`config.mk`:
```
export PLATFORM = sky130hd
export DESIGN_NAME = meter_serial_command_decoder
export DESIGN_NICKNAME = d
export VERILOG_FILES = /design/src/meter_cmd_pkg.sv /design/src/meter_serial_command_decoder.sv
export SDC_FILE = /design/constraint.sdc
export NUM_CORES = 1
export LEC_CHECK = 0
export BUFFER_PORTS_ARGS = -buffer_cell sky130_fd_sc_hd__buf_2
export CAP_MARGIN = 10
export CORE_MARGIN = 3
export CORE_UTILIZATION = 51
export DETAILED_ROUTE_END_ITERATION = 8
export PLACE_DENSITY = 0.77
export SLEW_MARGIN = 10
export SYNTH_ARGS = -nofsm -noshare
export SYNTH_HDL_FRONTEND = slang
export SYNTH_SLANG_ARGS = --single-unit
```
`constraint.sdc`:
```
create_clock -name i_clk -period 4.1 [get_ports i_clk]
set_input_delay 0.615 -clock i_clk [delete_from_list [all_inputs] [get_ports i_clk]]
set_output_delay 0.615 -clock i_clk [all_outputs]
set_load 0.01 [all_outputs]
```
`src/meter_cmd_pkg.sv`:
```
package meter_cmd_pkg;

  // Serial framing
  localparam int CMD_BITS = 8;
  localparam int DATA_BITS = 24;
  localparam int READ_BITS = 32;
  localparam int WR_DATA_BYTES = 3;
  localparam int SYNC_ONES_RUN = 31;

  // Register addressing
  localparam int INDEX_W = 5;
  localparam int PAGE_W = 5;
  localparam logic [4:0] PAGE_SEL_INDEX = 5'h1F;
  localparam logic [4:0] PAGE_RESET = 5'h00;

  // Command encodings
  localparam logic [7:0] SYNC_MASK = 8'hFE;
  localparam logic [7:0] SYNC_CODE = 8'hFE;
  localparam logic [7:0] CONV_MASK = 8'hF7;
  localparam logic [7:0] CONV_CODE = 8'hE0;
  localparam int CONV_CONT_BIT = 3;
  localparam logic [1:0] TOP2_CTRL = 2'h2;
  localparam logic [1:0] PWR_SOFT_RESET = 2'h0;
  localparam logic [1:0] PWR_SLEEP = 2'h1;
  localparam logic [1:0] PWR_WAKE = 2'h2;
  localparam logic [1:0] PWR_STANDBY = 2'h3;
  localparam int WR_BIT = 6;

  // Timing counts
  localparam int TEMP_OWR_SAMPLES = 2240;
  localparam int INIT_CYCLES = 64;
  localparam int CONV_CYCLES = 256;
  localparam int CAL_CYCLES = 512;

  // Line-to-sample ratio default, 0.0125 as a 24-bit fraction (floor)
  localparam logic [23:0] RATIO_DEFAULT = 24'h033333;

  // Flag clear positions
  localparam int CLR_FREQ = 0;
  localparam int CLR_TEMP = 1;

  typedef enum logic [5:0] {
    ST_IDLE = 6'h01,
    ST_INIT = 6'h02,
    ST_CONV = 6'h04,
    ST_CAL = 6'h08,
    ST_STANDBY = 6'h10,
    ST_SLEEP = 6'h20
  } seq_state_e;

  typedef struct packed {
    logic [4:0] page;
    logic [4:0] index;
  } reg_addr_s;

endpackage

```
`src/meter_serial_command_decoder.sv`:
```
// How it works
// Bytes shifted most significant bit first
// Commands are one byte, sampled on shift clock
// Read returns up to four bytes on data-out
// Only a new read replaces outgoing data
// Host sends three data bytes after write
// Instruction aborts running one, starts new
// 32 locations per page; page at 31
// Conversion, power and calibration commands abort running sequences
// Host only reads or syncs during init
// Init done flag set after defaults load
// 0xE0 single, 0xE8 continuous conversion
// Sync bytes are fillers, otherwise no action
// Realign on chip select, reset, sync pattern
// Power code: reset, sleep, wake, standby
// Wake: standby resumes, sleep fully reinitialises
// Sleep keeps decoder; standby keeps reference, oscillator
// Software reset reruns init, power unchanged; here ST_INIT powers core and reference back on
// Calibration upper two bits give type
// Lower four bits one-hot channels; zero invalid
// Auto ratio update sets frequency update flag
// Temperature refresh every 2240 samples, flagged
// Automatic channel select unless hold set
// Read/write byte: 0, W, index, 0
// Write commits after twenty-fourth data bit
// Undefined commands are ignored
`timescale 1ns/1ps
`default_nettype none

module meter_serial_command_decoder #(
  parameter int INIT_CYCLES = meter_cmd_pkg::INIT_CYCLES,
  parameter int CONV_CYCLES = meter_cmd_pkg::CONV_CYCLES,
  parameter int CAL_CYCLES = meter_cmd_pkg::CAL_CYCLES,
  parameter int TEMP_SAMPLES = meter_cmd_pkg::TEMP_OWR_SAMPLES,
  parameter int MAG_W = 24
) (
  // Clock and reset
  input wire logic i_clk,
  input wire logic i_rst,
  // Serial port pins
  input wire logic i_cs_n,
  input wire logic i_sclk,
  input wire logic i_sdi,
  output logic o_sdo,
  // Register map access
  output meter_cmd_pkg::reg_addr_s o_reg_addr,
  output logic o_reg_rd,
  output logic o_reg_wr,
  output logic [23:0] o_reg_wdata,
  input wire logic [23:0] i_reg_rdata,
  // Sequencer outputs
  output meter_cmd_pkg::seq_state_e o_state,
  output logic o_continuous,
  output logic [1:0] o_cal_type,
  output logic [3:0] o_cal_chan,
  output logic o_core_power_on,
  output logic o_ref_osc_on,
  // Datapath events and configuration
  input wire logic i_owr_tick,
  input wire logic i_auto_freq_enable,
  input wire logic i_ratio_computed,
  input wire logic [23:0] i_ratio_value,
  output logic [23:0] o_ratio,
  output logic o_temp_refresh,
  // Channel selection
  input wire logic i_chan_hold,
  input wire logic i_sw_chan,
  input wire logic [MAG_W-1:0] i_irms1,
  input wire logic [MAG_W-1:0] i_irms2,
  input wire logic [MAG_W-1:0] i_min_level,
  input wire logic [MAG_W-1:0] i_switch_margin,
  output logic o_energy_chan,
  // Status flags
  input wire logic [1:0] i_flag_clear,
  output logic o_init_done_flag,
  output logic o_freq_update_flag,
  output logic o_temp_update_flag
);

  localparam logic [15:0] INIT_LAST = 16'(INIT_CYCLES - 1);
  localparam logic [15:0] CONV_LAST = 16'(CONV_CYCLES - 1);
  localparam logic [15:0] CAL_LAST = 16'(CAL_CYCLES - 1);
  localparam logic [11:0] TEMP_LAST = 12'(TEMP_SAMPLES - 1);

  // Pin synchronisers
  logic [1:0] cs_sync;
  logic [1:0] sclk_sync;
  logic [1:0] sdi_sync;
  logic sclk_prev;
  always_ff @(posedge i_clk) begin
    cs_sync <= {cs_sync[0], i_cs_n};
    sclk_sync <= {sclk_sync[0], i_sclk};
    sdi_sync <= {sdi_sync[0], i_sdi};
    sclk_prev <= sclk_sync[1];
  end

  logic cs_n;
  logic sdi;
  logic sclk_rise;
  logic sclk_fall;
  assign cs_n = cs_sync[1];
  assign sdi = sdi_sync[1];
  assign sclk_rise = sclk_sync[1] & ~sclk_prev & ~cs_n;
  assign sclk_fall = ~sclk_sync[1] & sclk_prev & ~cs_n;

  // Receive shifter
  logic [7:0] rx_shift;
  logic [2:0] bit_cnt;
  logic [4:0] ones_run;
  logic [7:0] rx_byte;
  logic byte_done;
  logic realign;
  assign rx_byte = {rx_shift[6:0], sdi};
  assign byte_done = sclk_rise & (bit_cnt == 3'h7);
  // 3 x sync-one then sync-zero always shows 31 ones then a zero
  assign realign = sclk_rise & ~sdi & (ones_run >= 5'(meter_cmd_pkg::SYNC_ONES_RUN));

  always_ff @(posedge i_clk) begin
    if (i_rst || cs_n) begin
      bit_cnt <= 3'h0;
      ones_run <= 5'h00;
    end else if (sclk_rise) begin
      rx_shift <= rx_byte;
      bit_cnt <= realign ? 3'h0 : bit_cnt + 3'h1;
      if (!sdi) begin
        ones_run <= 5'h00;
      end else if (ones_run != 5'h1F) begin
        ones_run <= ones_run + 5'h01;
      end
    end
  end

  // Command classification
  logic in_write_data;
  logic cmd_valid;
  logic is_rw;
  logic is_sync;
  logic is_conv;
  logic is_pwr;
  logic is_cal;
  logic is_instr;
  assign cmd_valid = byte_done & ~realign & ~in_write_data;
  assign is_rw = ~rx_byte[7] & ~rx_byte[0];
  assign is_sync = (rx_byte & meter_cmd_pkg::SYNC_MASK) == meter_cmd_pkg::SYNC_CODE;
  assign is_conv = (rx_byte & meter_cmd_pkg::CONV_MASK) == meter_cmd_pkg::CONV_CODE;
  assign is_pwr = (rx_byte[7:6] == meter_cmd_pkg::TOP2_CTRL) && (rx_byte[3:0] == 4'h0);
  assign is_cal = (rx_byte[7:6] == meter_cmd_pkg::TOP2_CTRL) && (rx_byte[3:0] != 4'h0);
  // Anything else falls through untouched
  assign is_instr = cmd_valid & ~is_sync & (is_conv | is_pwr | is_cal);

  // Write data collection and register access
  logic [1:0] wr_bytes_left;
  logic [23:0] wr_shift;
  logic [4:0] page;
  logic [4:0] wr_index;
  logic rd_pending;
  assign in_write_data = (wr_bytes_left != 2'h0);

  always_ff @(posedge i_clk) begin
    if (i_rst || cs_n) begin
      wr_bytes_left <= 2'h0;
    end else if (cmd_valid && is_rw && rx_byte[meter_cmd_pkg::WR_BIT]) begin
      wr_bytes_left <= 2'(meter_cmd_pkg::WR_DATA_BYTES);
    end else if (byte_done && in_write_data) begin
      wr_bytes_left <= wr_bytes_left - 2'h1;
    end
  end

  always_ff @(posedge i_clk) begin
    if (sclk_rise && in_write_data) begin
      wr_shift <= {wr_shift[22:0], sdi};
    end
    if (cmd_valid && is_rw) begin
      wr_index <= rx_byte[5:1];
    end
  end

  always_ff @(posedge i_clk) begin
    if (i_rst) begin
      page <= meter_cmd_pkg::PAGE_RESET;
      o_reg_wr <= 1'b0;
      o_reg_rd <= 1'b0;
      o_reg_wdata <= 24'h000000;
      o_reg_addr <= '0;
    end else begin
      o_reg_wr <= 1'b0;
      o_reg_rd <= 1'b0;
      if (byte_done && wr_bytes_left == 2'h1) begin
        // Commit only once the last data bit is in
        o_reg_wdata <= {wr_shift[22:0], sdi};
        o_reg_addr <= '{page: page, index: wr_index};
        if (wr_index == meter_cmd_pkg::PAGE_SEL_INDEX) begin
          page <= sdi_page(wr_shift[3:0], sdi);
        end else begin
          o_reg_wr <= 1'b1;
        end
      end else if (cmd_valid && is_rw && !rx_byte[meter_cmd_pkg::WR_BIT]) begin
        o_reg_addr <= '{page: page, index: rx_byte[5:1]};
        o_reg_rd <= 1'b1;
      end
    end
  end

  function automatic logic [4:0] sdi_page(input logic [3:0] hi, input logic lo);
    sdi_page = {hi, lo};
  endfunction

  // Read data returns one cycle after the read strobe
  logic [31:0] tx_shift;
  logic skip_fall;
  always_ff @(posedge i_clk) begin
    if (i_rst) begin
      rd_pending <= 1'b0;
      skip_fall <= 1'b0;
      tx_shift <= 32'h00000000;
      o_sdo <= 1'b0;
    end else begin
      rd_pending <= o_reg_rd;
      // The fall that closes the read byte must not shift the first bit away
      if (cmd_valid && is_rw && !rx_byte[meter_cmd_pkg::WR_BIT]) begin
        skip_fall <= 1'b1;
      end else if (sclk_fall || cs_n) begin
        skip_fall <= 1'b0;
      end
      if (rd_pending) begin
        tx_shift <= {i_reg_rdata, 8'h00};
        o_sdo <= i_reg_rdata[23];
      end else if (sclk_fall && !skip_fall) begin
        tx_shift <= {tx_shift[30:0], 1'b0};
        o_sdo <= tx_shift[30];
      end
    end
  end

  // Sequencer
  meter_cmd_pkg::seq_state_e state;
  logic [15:0] seq_cnt;
  always_ff @(posedge i_clk) begin
    if (i_rst) begin
      state <= meter_cmd_pkg::ST_INIT;
      seq_cnt <= 16'h0000;
      o_continuous <= 1'b0;
      o_cal_type <= 2'h0;
      o_cal_chan <= 4'h0;
      o_init_done_flag <= 1'b0;
    end else if (is_instr) begin
      // Running work is dropped at once in favour of the new one
      seq_cnt <= 16'h0000;
      if (is_conv) begin
        state <= meter_cmd_pkg::ST_CONV;
        o_continuous <= rx_byte[meter_cmd_pkg::CONV_CONT_BIT];
      end else if (is_cal) begin
        state <= meter_cmd_pkg::ST_CAL;
        o_cal_type <= rx_byte[5:4];
        o_cal_chan <= rx_byte[3:0];
      end else begin
        case (rx_byte[5:4])
          meter_cmd_pkg::PWR_SOFT_RESET: begin
            state <= meter_cmd_pkg::ST_INIT;
            o_init_done_flag <= 1'b0;
          end
          meter_cmd_pkg::PWR_SLEEP: state <= meter_cmd_pkg::ST_SLEEP;
          meter_cmd_pkg::PWR_STANDBY: state <= meter_cmd_pkg::ST_STANDBY;
          meter_cmd_pkg::PWR_WAKE: begin
            if (state == meter_cmd_pkg::ST_SLEEP) begin
              state <= meter_cmd_pkg::ST_INIT;
              o_init_done_flag <= 1'b0;
            end else begin
              state <= meter_cmd_pkg::ST_IDLE;
            end
          end
          default: state <= state;
        endcase
      end
    end else begin
      case (state)
        meter_cmd_pkg::ST_INIT: begin
          // Host is expected to hold off all but reads and syncs here
          if (seq_cnt == INIT_LAST) begin
            state <= meter_cmd_pkg::ST_IDLE;
            o_init_done_flag <= 1'b1;
          end else begin
            seq_cnt <= seq_cnt + 16'h0001;
          end
        end
        meter_cmd_pkg::ST_CONV: begin
          if (seq_cnt == CONV_LAST) begin
            seq_cnt <= 16'h0000;
            if (!o_continuous) begin
              state <= meter_cmd_pkg::ST_IDLE;
            end
          end else begin
            seq_cnt <= seq_cnt + 16'h0001;
          end
        end
        meter_cmd_pkg::ST_CAL: begin
          if (seq_cnt == CAL_LAST) begin
            state <= meter_cmd_pkg::ST_IDLE;
          end else begin
            seq_cnt <= seq_cnt + 16'h0001;
          end
        end
        meter_cmd_pkg::ST_IDLE, meter_cmd_pkg::ST_STANDBY, meter_cmd_pkg::ST_SLEEP: begin
          seq_cnt <= 16'h0000;
        end
        default: state <= meter_cmd_pkg::ST_IDLE;
      endcase
    end
  end

  always_ff @(posedge i_clk) begin
    if (i_rst) begin
      o_state <= meter_cmd_pkg::ST_INIT;
      o_core_power_on <= 1'b1;
      o_ref_osc_on <= 1'b1;
    end else begin
      o_state <= state;
      o_core_power_on <= (state != meter_cmd_pkg::ST_SLEEP) &&
                         (state != meter_cmd_pkg::ST_STANDBY);
      o_ref_osc_on <= (state != meter_cmd_pkg::ST_SLEEP);
    end
  end

  // Line-to-sample ratio and frequency update flag
  logic ratio_event;
  assign ratio_event = i_auto_freq_enable & i_ratio_computed;
  always_ff @(posedge i_clk) begin
    if (i_rst) begin
      o_ratio <= meter_cmd_pkg::RATIO_DEFAULT;
      o_freq_update_flag <= 1'b0;
    end else begin
      if (ratio_event) begin
        o_ratio <= i_ratio_value;
      end
      // Set beats a clear in the same cycle
      o_freq_update_flag <= ratio_event |
                            (o_freq_update_flag & ~i_flag_clear[meter_cmd_pkg::CLR_FREQ]);
    end
  end

  // Temperature refresh
  logic [11:0] temp_cnt;
  logic temp_event;
  assign temp_event = i_owr_tick && (state == meter_cmd_pkg::ST_CONV) && (temp_cnt == TEMP_LAST);
  always_ff @(posedge i_clk) begin
    if (i_rst) begin
      temp_cnt <= 12'h000;
      o_temp_refresh <= 1'b0;
      o_temp_update_flag <= 1'b0;
    end else begin
      o_temp_refresh <= temp_event;
      if (i_owr_tick && state == meter_cmd_pkg::ST_CONV) begin
        temp_cnt <= temp_event ? 12'h000 : temp_cnt + 12'h001;
      end
      o_temp_update_flag <= temp_event |
                            (o_temp_update_flag & ~i_flag_clear[meter_cmd_pkg::CLR_TEMP]);
    end
  end

  // Energy channel selection with hysteresis margin
  logic [MAG_W:0] lim1;
  logic [MAG_W:0] lim2;
  assign lim1 = {1'b0, i_irms1} + {1'b0, i_switch_margin};
  assign lim2 = {1'b0, i_irms2} + {1'b0, i_switch_margin};
  always_ff @(posedge i_clk) begin
    if (i_rst) begin
      o_energy_chan <= 1'b0;
    end else if (i_chan_hold) begin
      o_energy_chan <= i_sw_chan;
    end else if (!o_energy_chan && {1'b0, i_irms2} > lim1 && i_irms2 >= i_min_level) begin
      o_energy_chan <= 1'b1;
    end else if (o_energy_chan && {1'b0, i_irms1} > lim2 && i_irms1 >= i_min_level) begin
      o_energy_chan <= 1'b0;
    end
  end

endmodule

`default_nettype wire

```
==> flow_metrics.py, run 1 <==
metrics = {
    "finish": {
        "fillers": 1914,
        "drive_above_1_share": 0.241,
        "area_delta_synth_final_pct": 24.6,
        "fin_cells": 2014,
        "finalNetCount": 1988,
    },
    "critical_path": {
        "slowest_stage": "a2111oi_4",
        "crit_required_ns": 4.44,
        "rr_worst_depth": 10,
        "cp-end-kind": "flip-flop",
        "worst-path-max-fanout": 3,
        "crit_top_cell": "a211o_1",
        "path_cells": "buf_8 > ha_4 > a211o_1 > a211o_1 > a2111oi_4 > o21a_2 > and2b_2 > o21ai_2 > nand2b_1 > xnor2_1 > ha_1 > nand4_1 > nor4_2 > and4_1 > o211ai_1 > nand3_1 > o211a_1 > nand3_2 > a221oi_2",
        "slowest_delay_ns": 0.41,
        "r2r-end": "o_reg_addr[9]",
        "worstSetupPathType": "in2reg",
        "reg2reg_from": "ones_run[0]",
        "crit_arrival_ns": 4.49,
        "cp-start-kind": "primary input",
        "rrSetupSlack_ns": 1.27,
    },
    "place": {
        "gp_congestion": 0.959,
        "hpwl_mm": 25.4,
        "port_buffers": 236,
        "dp_slack_ns": -0.577,
        "placedCellCount": 1966,
    },
    "timing": {
        "fin_skew_ns": 0.0236,
        "worstMarginPinSlew_ns": 1.03,
        "fin_crit_sh": 1.01,
        "setup_ws_ns": -0.0576,
        "fin_crit_ns": 4.16,
        "setup_viol": 1,
        "hold_viol_final": 0,
        "relSlewSlack": 0.313,
        "clock.fmax_ghz": 0.241,
        "rsz0062_at_grt": "yes",
        "slew_violations": 0,
    },
    "global_routing": {
        "grt_start_max_net_pins": 99,
        "grt_use_total": 0.250,
        "met1_usage": 0.314,
        "gr-max-usage-layer": "met2",
        "grt_pass1_vias": 10890,
        "use_met2": 0.416,
        "overflow": 0,
        "antenna_found_initial": 11,
        "grt_first_pass_wirelength_mm": 52.9,
        "grtUsageMet3": 0.0421,
    },
    "synth": {
        "synth_top_cell_area_share": 0.271,
        "syn_avg_cell_area_um2": 8.71,
        "synthDistinctLibCells": 72,
        "yosysMostFrequentCell": "dfxtp_1",
        "ys_seq_area_frac": 0.359,
        "synth_largest_area_cell": "dfxtp_1",
        "synth_edf_count": 35,
        "synth_fp_nets": 1682,
        "synth_flop_cell": "dfxtp_1",
        "netlist_instances": 1372,
        "synth_area_leaders": "dfxtp_1, ha_1, edfxtp_1",
        "synth.ff_latch_count": 197,
        "synth_common_cells": "dfxtp_1, nand2_1, ha_1, nor2_1, a21oi_1",
        "async_flop_share": 0,
        "synth_warnings": 0,
        "syn-cell-area_um2": 11900,
    },
    "clock_tree": {
        "insertion_delay_ns": 0.45,
        "numCtsBuffers": 17,
        "cts_hold_buf": 0,
        "ctsRootBufferMaster": "clkbuf_16",
        "cts.clk_slew.worst_paths_ns": 0.08,
        "clock_sinks": 197,
        "cts_max_level": 4,
        "cts_tree": "built",
        "cts_max_path_buffers": 2,
    },
    "detailed_routing": {
        "drt_iter0_markers": 747,
        "drc_errors": 0,
        "drt-total-wl_mm": 32.9,
        "vias": 11238,
        "avgRoutedWirePerCell_um": 16.3,
        "routed_via_density": 5.58,
        "ant_nets": 0,
        "dr.pass1.iters": 5,
    },
    "floorplanning": {
        "dieHeight_um": 159,
        "core_um2": 22800,
        "rows": 55,
        "start_util": 0.523,
        "ioPinCount": 237,
        "die_w_um": 159,
        "die_area_um2": 25300,
    },
    "pwr": {
        "power_density_nw_per_um2": 332,
        "vdd_drop_max_uv": 282,
        "leakage_nw": 6.92,
        "power_mw": 4.94,
    },
    "min_path": {
        "hold_start": "i_cs_n",
        "worstHoldPathCells": 1,
        "hold_path_class": "in2reg",
        "min_to": "cs_sync[0]",
    },
    "run_status": {
        "violations": "setup timing",
        "status": "finished, violations left",
    },
    "job": {
        "cap_violations": 0,
    },
}
[cell families (layout without fill, tap and decap cells)]
family	after synthesis	count (layout)	synth area share
xor+xnor	69	69	0.0506
flops	197	197	0.359
mux	44	44	0.0372
simple gates	489	489	0.191
compound gates	317	317	0.166
fa+ha+maj	154	154	0.163
buf+inv	102	421	0.0332
other cells	0	10	0
[cells in the final DEF (no fill, tap or decap), drive strengths merged, types with 22 or more instances in the layout]
| master | count |
|---|---|
| mux2i | 44 |
| a21oi | 148 |
| o21ai | 39 |
| xor2 | 41 |
| dfxtp | 162 |
| a21o | 43 |
| nand4 | 29 |
| ha | 152 |
| nor2 | 152 |
| nor3 | 22 |
| buf | 334 |
| inv | 62 |
| nand3 | 41 |
| nand2 | 157 |
| edfxtp | 35 |
| xnor2 | 28 |
[worst max-delay path: cells and delay by family]
family / cells / cell delay, ns
compound gates: 8 / 1.91
simple gates: 7 / 1.21
fa+ha+maj: 2 / 0.52
buf+inv: 1 / 0.10
xor+xnor: 1 / 0.15
[where the power goes]
part	internal, mW	switching (mW)	total (mW)	leakage (nW)
Clock	0.910	0.867	1.78	0.315
Sequential	1.99	0.0241	2.01	1.63
Combinational	0.539	0.608	1.15	4.98
[metal layers]
metal	routed length (µm)	share of wire
met4	1470	0.045
met3	1670	0.051
met2	15500	0.47
met1	14200	0.43
met5	11	0.00033
[cell type report]
class                   count  area (µm²)  share of cell area
well taps                 313         392              0.0263
repair buffers            334        1950               0.131
diodes                     10        25.0             0.00168
clock buffers              17         425              0.0286
flip-flops and latches    197        4290               0.288
inverters                  55         206              0.0139
multi-input cells        1073        7370               0.495
clock inverters            15         233              0.0156
[how the worst max path moves through the flow]
stage,from,to,slack [ns],cells past startpoint
final,i_irms1[1],o_energy_chan,-0.06,19
after CTS,i_irms1[0],o_energy_chan,0.04,20
after detailed placement,i_irms1[1],o_energy_chan,-0.58,19
after global routing,i_irms1[1],o_energy_chan,-0.21,19
after global placement,i_irms1[1],o_energy_chan,-0.40,19
after floorplan,i_irms1[0],o_energy_chan,0.01,19
[flip-flops by register name (all words and copies together), names as in the netlist, 6 cells and up]
name         flops
tx_shift        23
o_reg_addr      10
state            6
o_state          6
o_reg_wdata     24
o_ratio         24
seq_cnt         16
temp_cnt        12
rx_shift         7
wr_shift        23
[through the flow]
step / instance area [µm²] / util / TNS, ns / hold slack [ns]
final: 14900 / 0.652 / -0.0576 / 0.269
after global routing: 14900 / 0.652 / -0.209 / 0.262
after CTS: 14800 / 0.646 / 0 / 0.259
after detailed placement: 14000 / 0.615 / -0.577 / 0.318
after global placement: 14000 / 0.615 / -0.402 / 0.311
after floorplan: 12000 / - / 0 / 0.310
[repair_timing]
action,CTS,global route
gates resized for setup,7,16
pin swaps,12,10
endpoints found under the setup margin,1,1
buffers inserted,1,6
(Power assumes the default switching activity.)
==> inputs of run 2 (changes only) <==
ABC_AREA = 1   (was default)
CORE_MARGIN = default   (was 3)
PLACE_DENSITY = 0.76   (was 0.77)
==> run 2 against run 1 <==
The flow now finishes without violations. Register-to-register slack improved by 0.15 ns. Design area fell by 2.0%. Clock skew fell by 0.0058 ns. First-iteration DRC count rose by 3.6%. Count of clock-buffer cells in the layout did not move. Combinational power rose by 7%. Largest power group unchanged.
==> flow_metrics.py, run 2 <==
metrics = {
    "critical_path": {
        "crit_required_ns": 4.42,
        "worst-path-buf-inv": 2,
        "worstSetupPathType": "in2reg",
        "slowest_delay_ns": 0.41,
        "cp-start-kind": "primary input",
        "crit_arrival_ns": 3.92,
        "worst-path-max-fanout": 4,
        "crit_family": "simple AND/OR/NAND/NOR gates",
        "cp-end-kind": "flip-flop",
        "slowest_stage": "fa_1",
        "path_cells": "buf_2 > ha_1 > fa_1 > nand3_1 > nand2_1 > nand2_1 > nand3_1 > a21oi_1 > o21ai_0 > a21oi_1 > xor2_1 > ha_1 > nand2_1 > nor4b_1 > nand3_1 > nor2_1 > nor3_1 > nand3_1 > nand2_1 > inv_1 > a21oi_1",
    },
    "detailed_routing": {
        "drt-total-wl_mm": 34.1,
        "avgRoutedWirePerCell_um": 15.4,
        "dr.pass1.iters": 5,
        "vias": 12017,
        "routed_via_density": 5.44,
        "drt_iter0_markers": 774,
        "drc_errors": 0,
        "ant_nets": 0,
    },
    "finish": {
        "fin_area_um2": 14600,
        "layout_common_cells": "nand2_1, buf_2, dfxtp_1",
        "reg_top3": "o_ratio: 24 flops, o_reg_wdata: 24 flops",
        "diodes": 0,
        "area_delta_synth_final_pct": 17.2,
        "final_common_cell": "nand2_1",
        "fillers": 2164,
        "finalNetCount": 2187,
        "drive_above_1_share": 0.176,
    },
    "clock_tree": {
        "clock_sinks": 197,
        "post_cts_resize_count": 0,
        "numCtsBuffers": 17,
        "cts.clk_slew.worst_paths_ns": 0.08,
        "cts_hold_buf": 0,
        "post_cts_buffers": 0,
        "cts_max_path_buffers": 2,
        "cts_max_level": 4,
        "ctsRootBufferMaster": "clkbuf_16",
        "cts_tree": "built",
        "insertion_delay_ns": 0.44,
    },
    "place": {
        "dp_slack_ns": 0.0956,
        "port_buffers": 236,
        "placed_area_um2": 14000,
        "gp_congestion": 0.960,
        "hpwl_mm": 26.8,
    },
    "synth": {
        "synth_area_leaders": "dfxtp_1, ha_1, nand2_1",
        "synth_top_cell_area_share": 0.260,
        "syn_avg_cell_area_um2": 7.56,
        "synth.ff_latch_count": 197,
        "synth_warnings": 0,
        "synth_compound_area_frac": 0.144,
        "netlist_instances": 1649,
        "synth_edf_count": 35,
        "synthDistinctLibCells": 56,
        "yosysMostFrequentCell": "nand2_1",
        "synth_adder_area_share": 0.156,
        "syn-cell-area_um2": 12500,
        "synth-xor-area-share": 0.0366,
        "ys_seq_area_frac": 0.345,
        "synth_largest_area_cell": "dfxtp_1",
        "synth_simple_gate_area_frac": 0.253,
        "synth_fp_nets": 1959,
        "synth_mux_area_frac": 0,
        "synth_flop_cell": "dfxtp_1",
        "async_flop_share": 0,
        "synth_top_family_by_area": "simple AND/OR/NAND/NOR gates",
        "synth_common_cells": "nand2_1, dfxtp_1, nor2_1, a21oi_1, inv_1",
    },
    "floorplanning": {
        "rows": 56,
        "ioPinCount": 237,
        "dieHeight_um": 158,
        "die_area_um2": 25100,
        "die_w_um": 158,
        "core_um2": 23700,
        "start_util": 0.526,
    },
    "global_routing": {
        "overflow": 0,
        "grt_start_max_net_pins": 55,
        "antenna_found_initial": 0,
        "grt_use_total": 0.269,
        "grt_first_pass_wirelength_mm": 53.5,
        "grt_pass1_vias": 11023,
    },
    "timing": {
        "hold_viol_final": 0,
        "clock.fmax_ghz": 0.278,
        "fin_crit_ns": 3.60,
        "slew_violations": 0,
        "worstMarginPinSlew_ns": 1.10,
        "setup-tns-final_ns": 0,
        "relSlewSlack": 0.264,
        "setup_viol": 0,
        "setup_ws_ns": 0.500,
        "fin_skew_ns": 0.0178,
        "rsz0062_at_grt": "no",
        "fin_crit_sh": 0.878,
    },
    "pwr": {
        "power_switching_mw": 1.68,
        "power_mw": 5.04,
        "leakage_nw": 6.80,
        "power_density_nw_per_um2": 346,
        "swShare": 0.334,
        "p_seq_frac": 0.404,
        "p_int_mw": 3.36,
        "vdd_drop_max_uv": 340,
        "pwr-share-clk": 0.351,
        "combPwrFrac": 0.245,
    },
    "min_path": {
        "hold_path_class": "in2reg",
    },
    "job": {
        "cap_violations": 0,
    },
    "run_status": {
        "status": "complete, no violations",
    },
}
[run 2: cell types whose count changed after synthesis, sizes merged, moves of 17 or more]
cell / before / now
nand2b: 17 / 0
a21o: 43 / 10
inv: 55 / 174
o21ai: 39 / 90
nor3: 22 / 39
nor2: 152 / 170
mux2i: 44 / 0
nand2: 157 / 368
nand3: 41 / 87
a31oi: 8 / 27
[run 2: worst paths after layout]
path	depth (start not counted)	slack [ns]	startpoint	end
min	1	0.28	i_sclk	sclk_sync[0]
max reg2reg	10	1.42	cs_sync[1]	page[0]
min reg2reg	0	0.33	sdi_sync[0]	sdi_sync[1]
max	21	0.50	i_irms1[0]	o_energy_chan
[run 2: stage by stage]
step                      hold WS [ns]  cells   util
final                            0.277   2209  0.616
after global routing             0.261   2209  0.616
after global placement           0.312   2177  0.589
after detailed placement         0.312   2177  0.589
after floorplan                  0.310   1649      -
after CTS                        0.254   2209  0.616
[run 2: logic make-up after synthesis]
logic type                 Yosys count
buffers and inverters              211
AOI/OAI and AO/OA                  322
DFF                                197
xor gates and xnor gates            52
and+or+nand+nor                    713
adders and majority gates          154
[run 2: cell type report]
| cell class | count | area [µm²] | area share |
|---|---|---|---|
| clock buffer | 17 | 425 | 0.0291 |
| tap | 319 | 399 | 0.0273 |
| timing repair buffer | 244 | 1240 | 0.0850 |
| clock inverter | 15 | 216 | 0.0148 |
| inverter | 176 | 671 | 0.0459 |
| sequential | 197 | 4290 | 0.294 |
| multi-input combinational | 1241 | 7350 | 0.504 |
[run 2: per-layer routing]
metal | vias up | routed length, µm | track usage
met5 | - | 0 | 0
met3 | 78 | 2050 | 0.0419
met4 | 0 | 1190 | 0.107
met1 | 5482 | 15300 | 0.353
met2 | 412 | 15500 | 0.443
li1 | 6045 | - | -
[run 2: worst reg2reg max path: stages (launching register included)]
cell,delay [ns]
dfxtp_1,0.36
nor3_4,0.33
nand2_1,0.15
inv_1,0.10
nand2_1,0.06
buf_4,0.24
inv_1,0.71
nand2_1,0.25
inv_1,0.21
o21ai_0,0.10
a21oi_1,0.12
[run 2: power groups by stage]
stage	logic [mW]	clock network (mW)	registers [mW]
6_report	1.23	1.77	2.04
5_1_grt	1.39	1.87	2.04
4_1_cts	1.22	1.81	2.04
3_5_place_dp	1.21	0	2.08
3_3_place_gp	1.18	0	2.08
2_1_floorplan	0.824	0	2.09
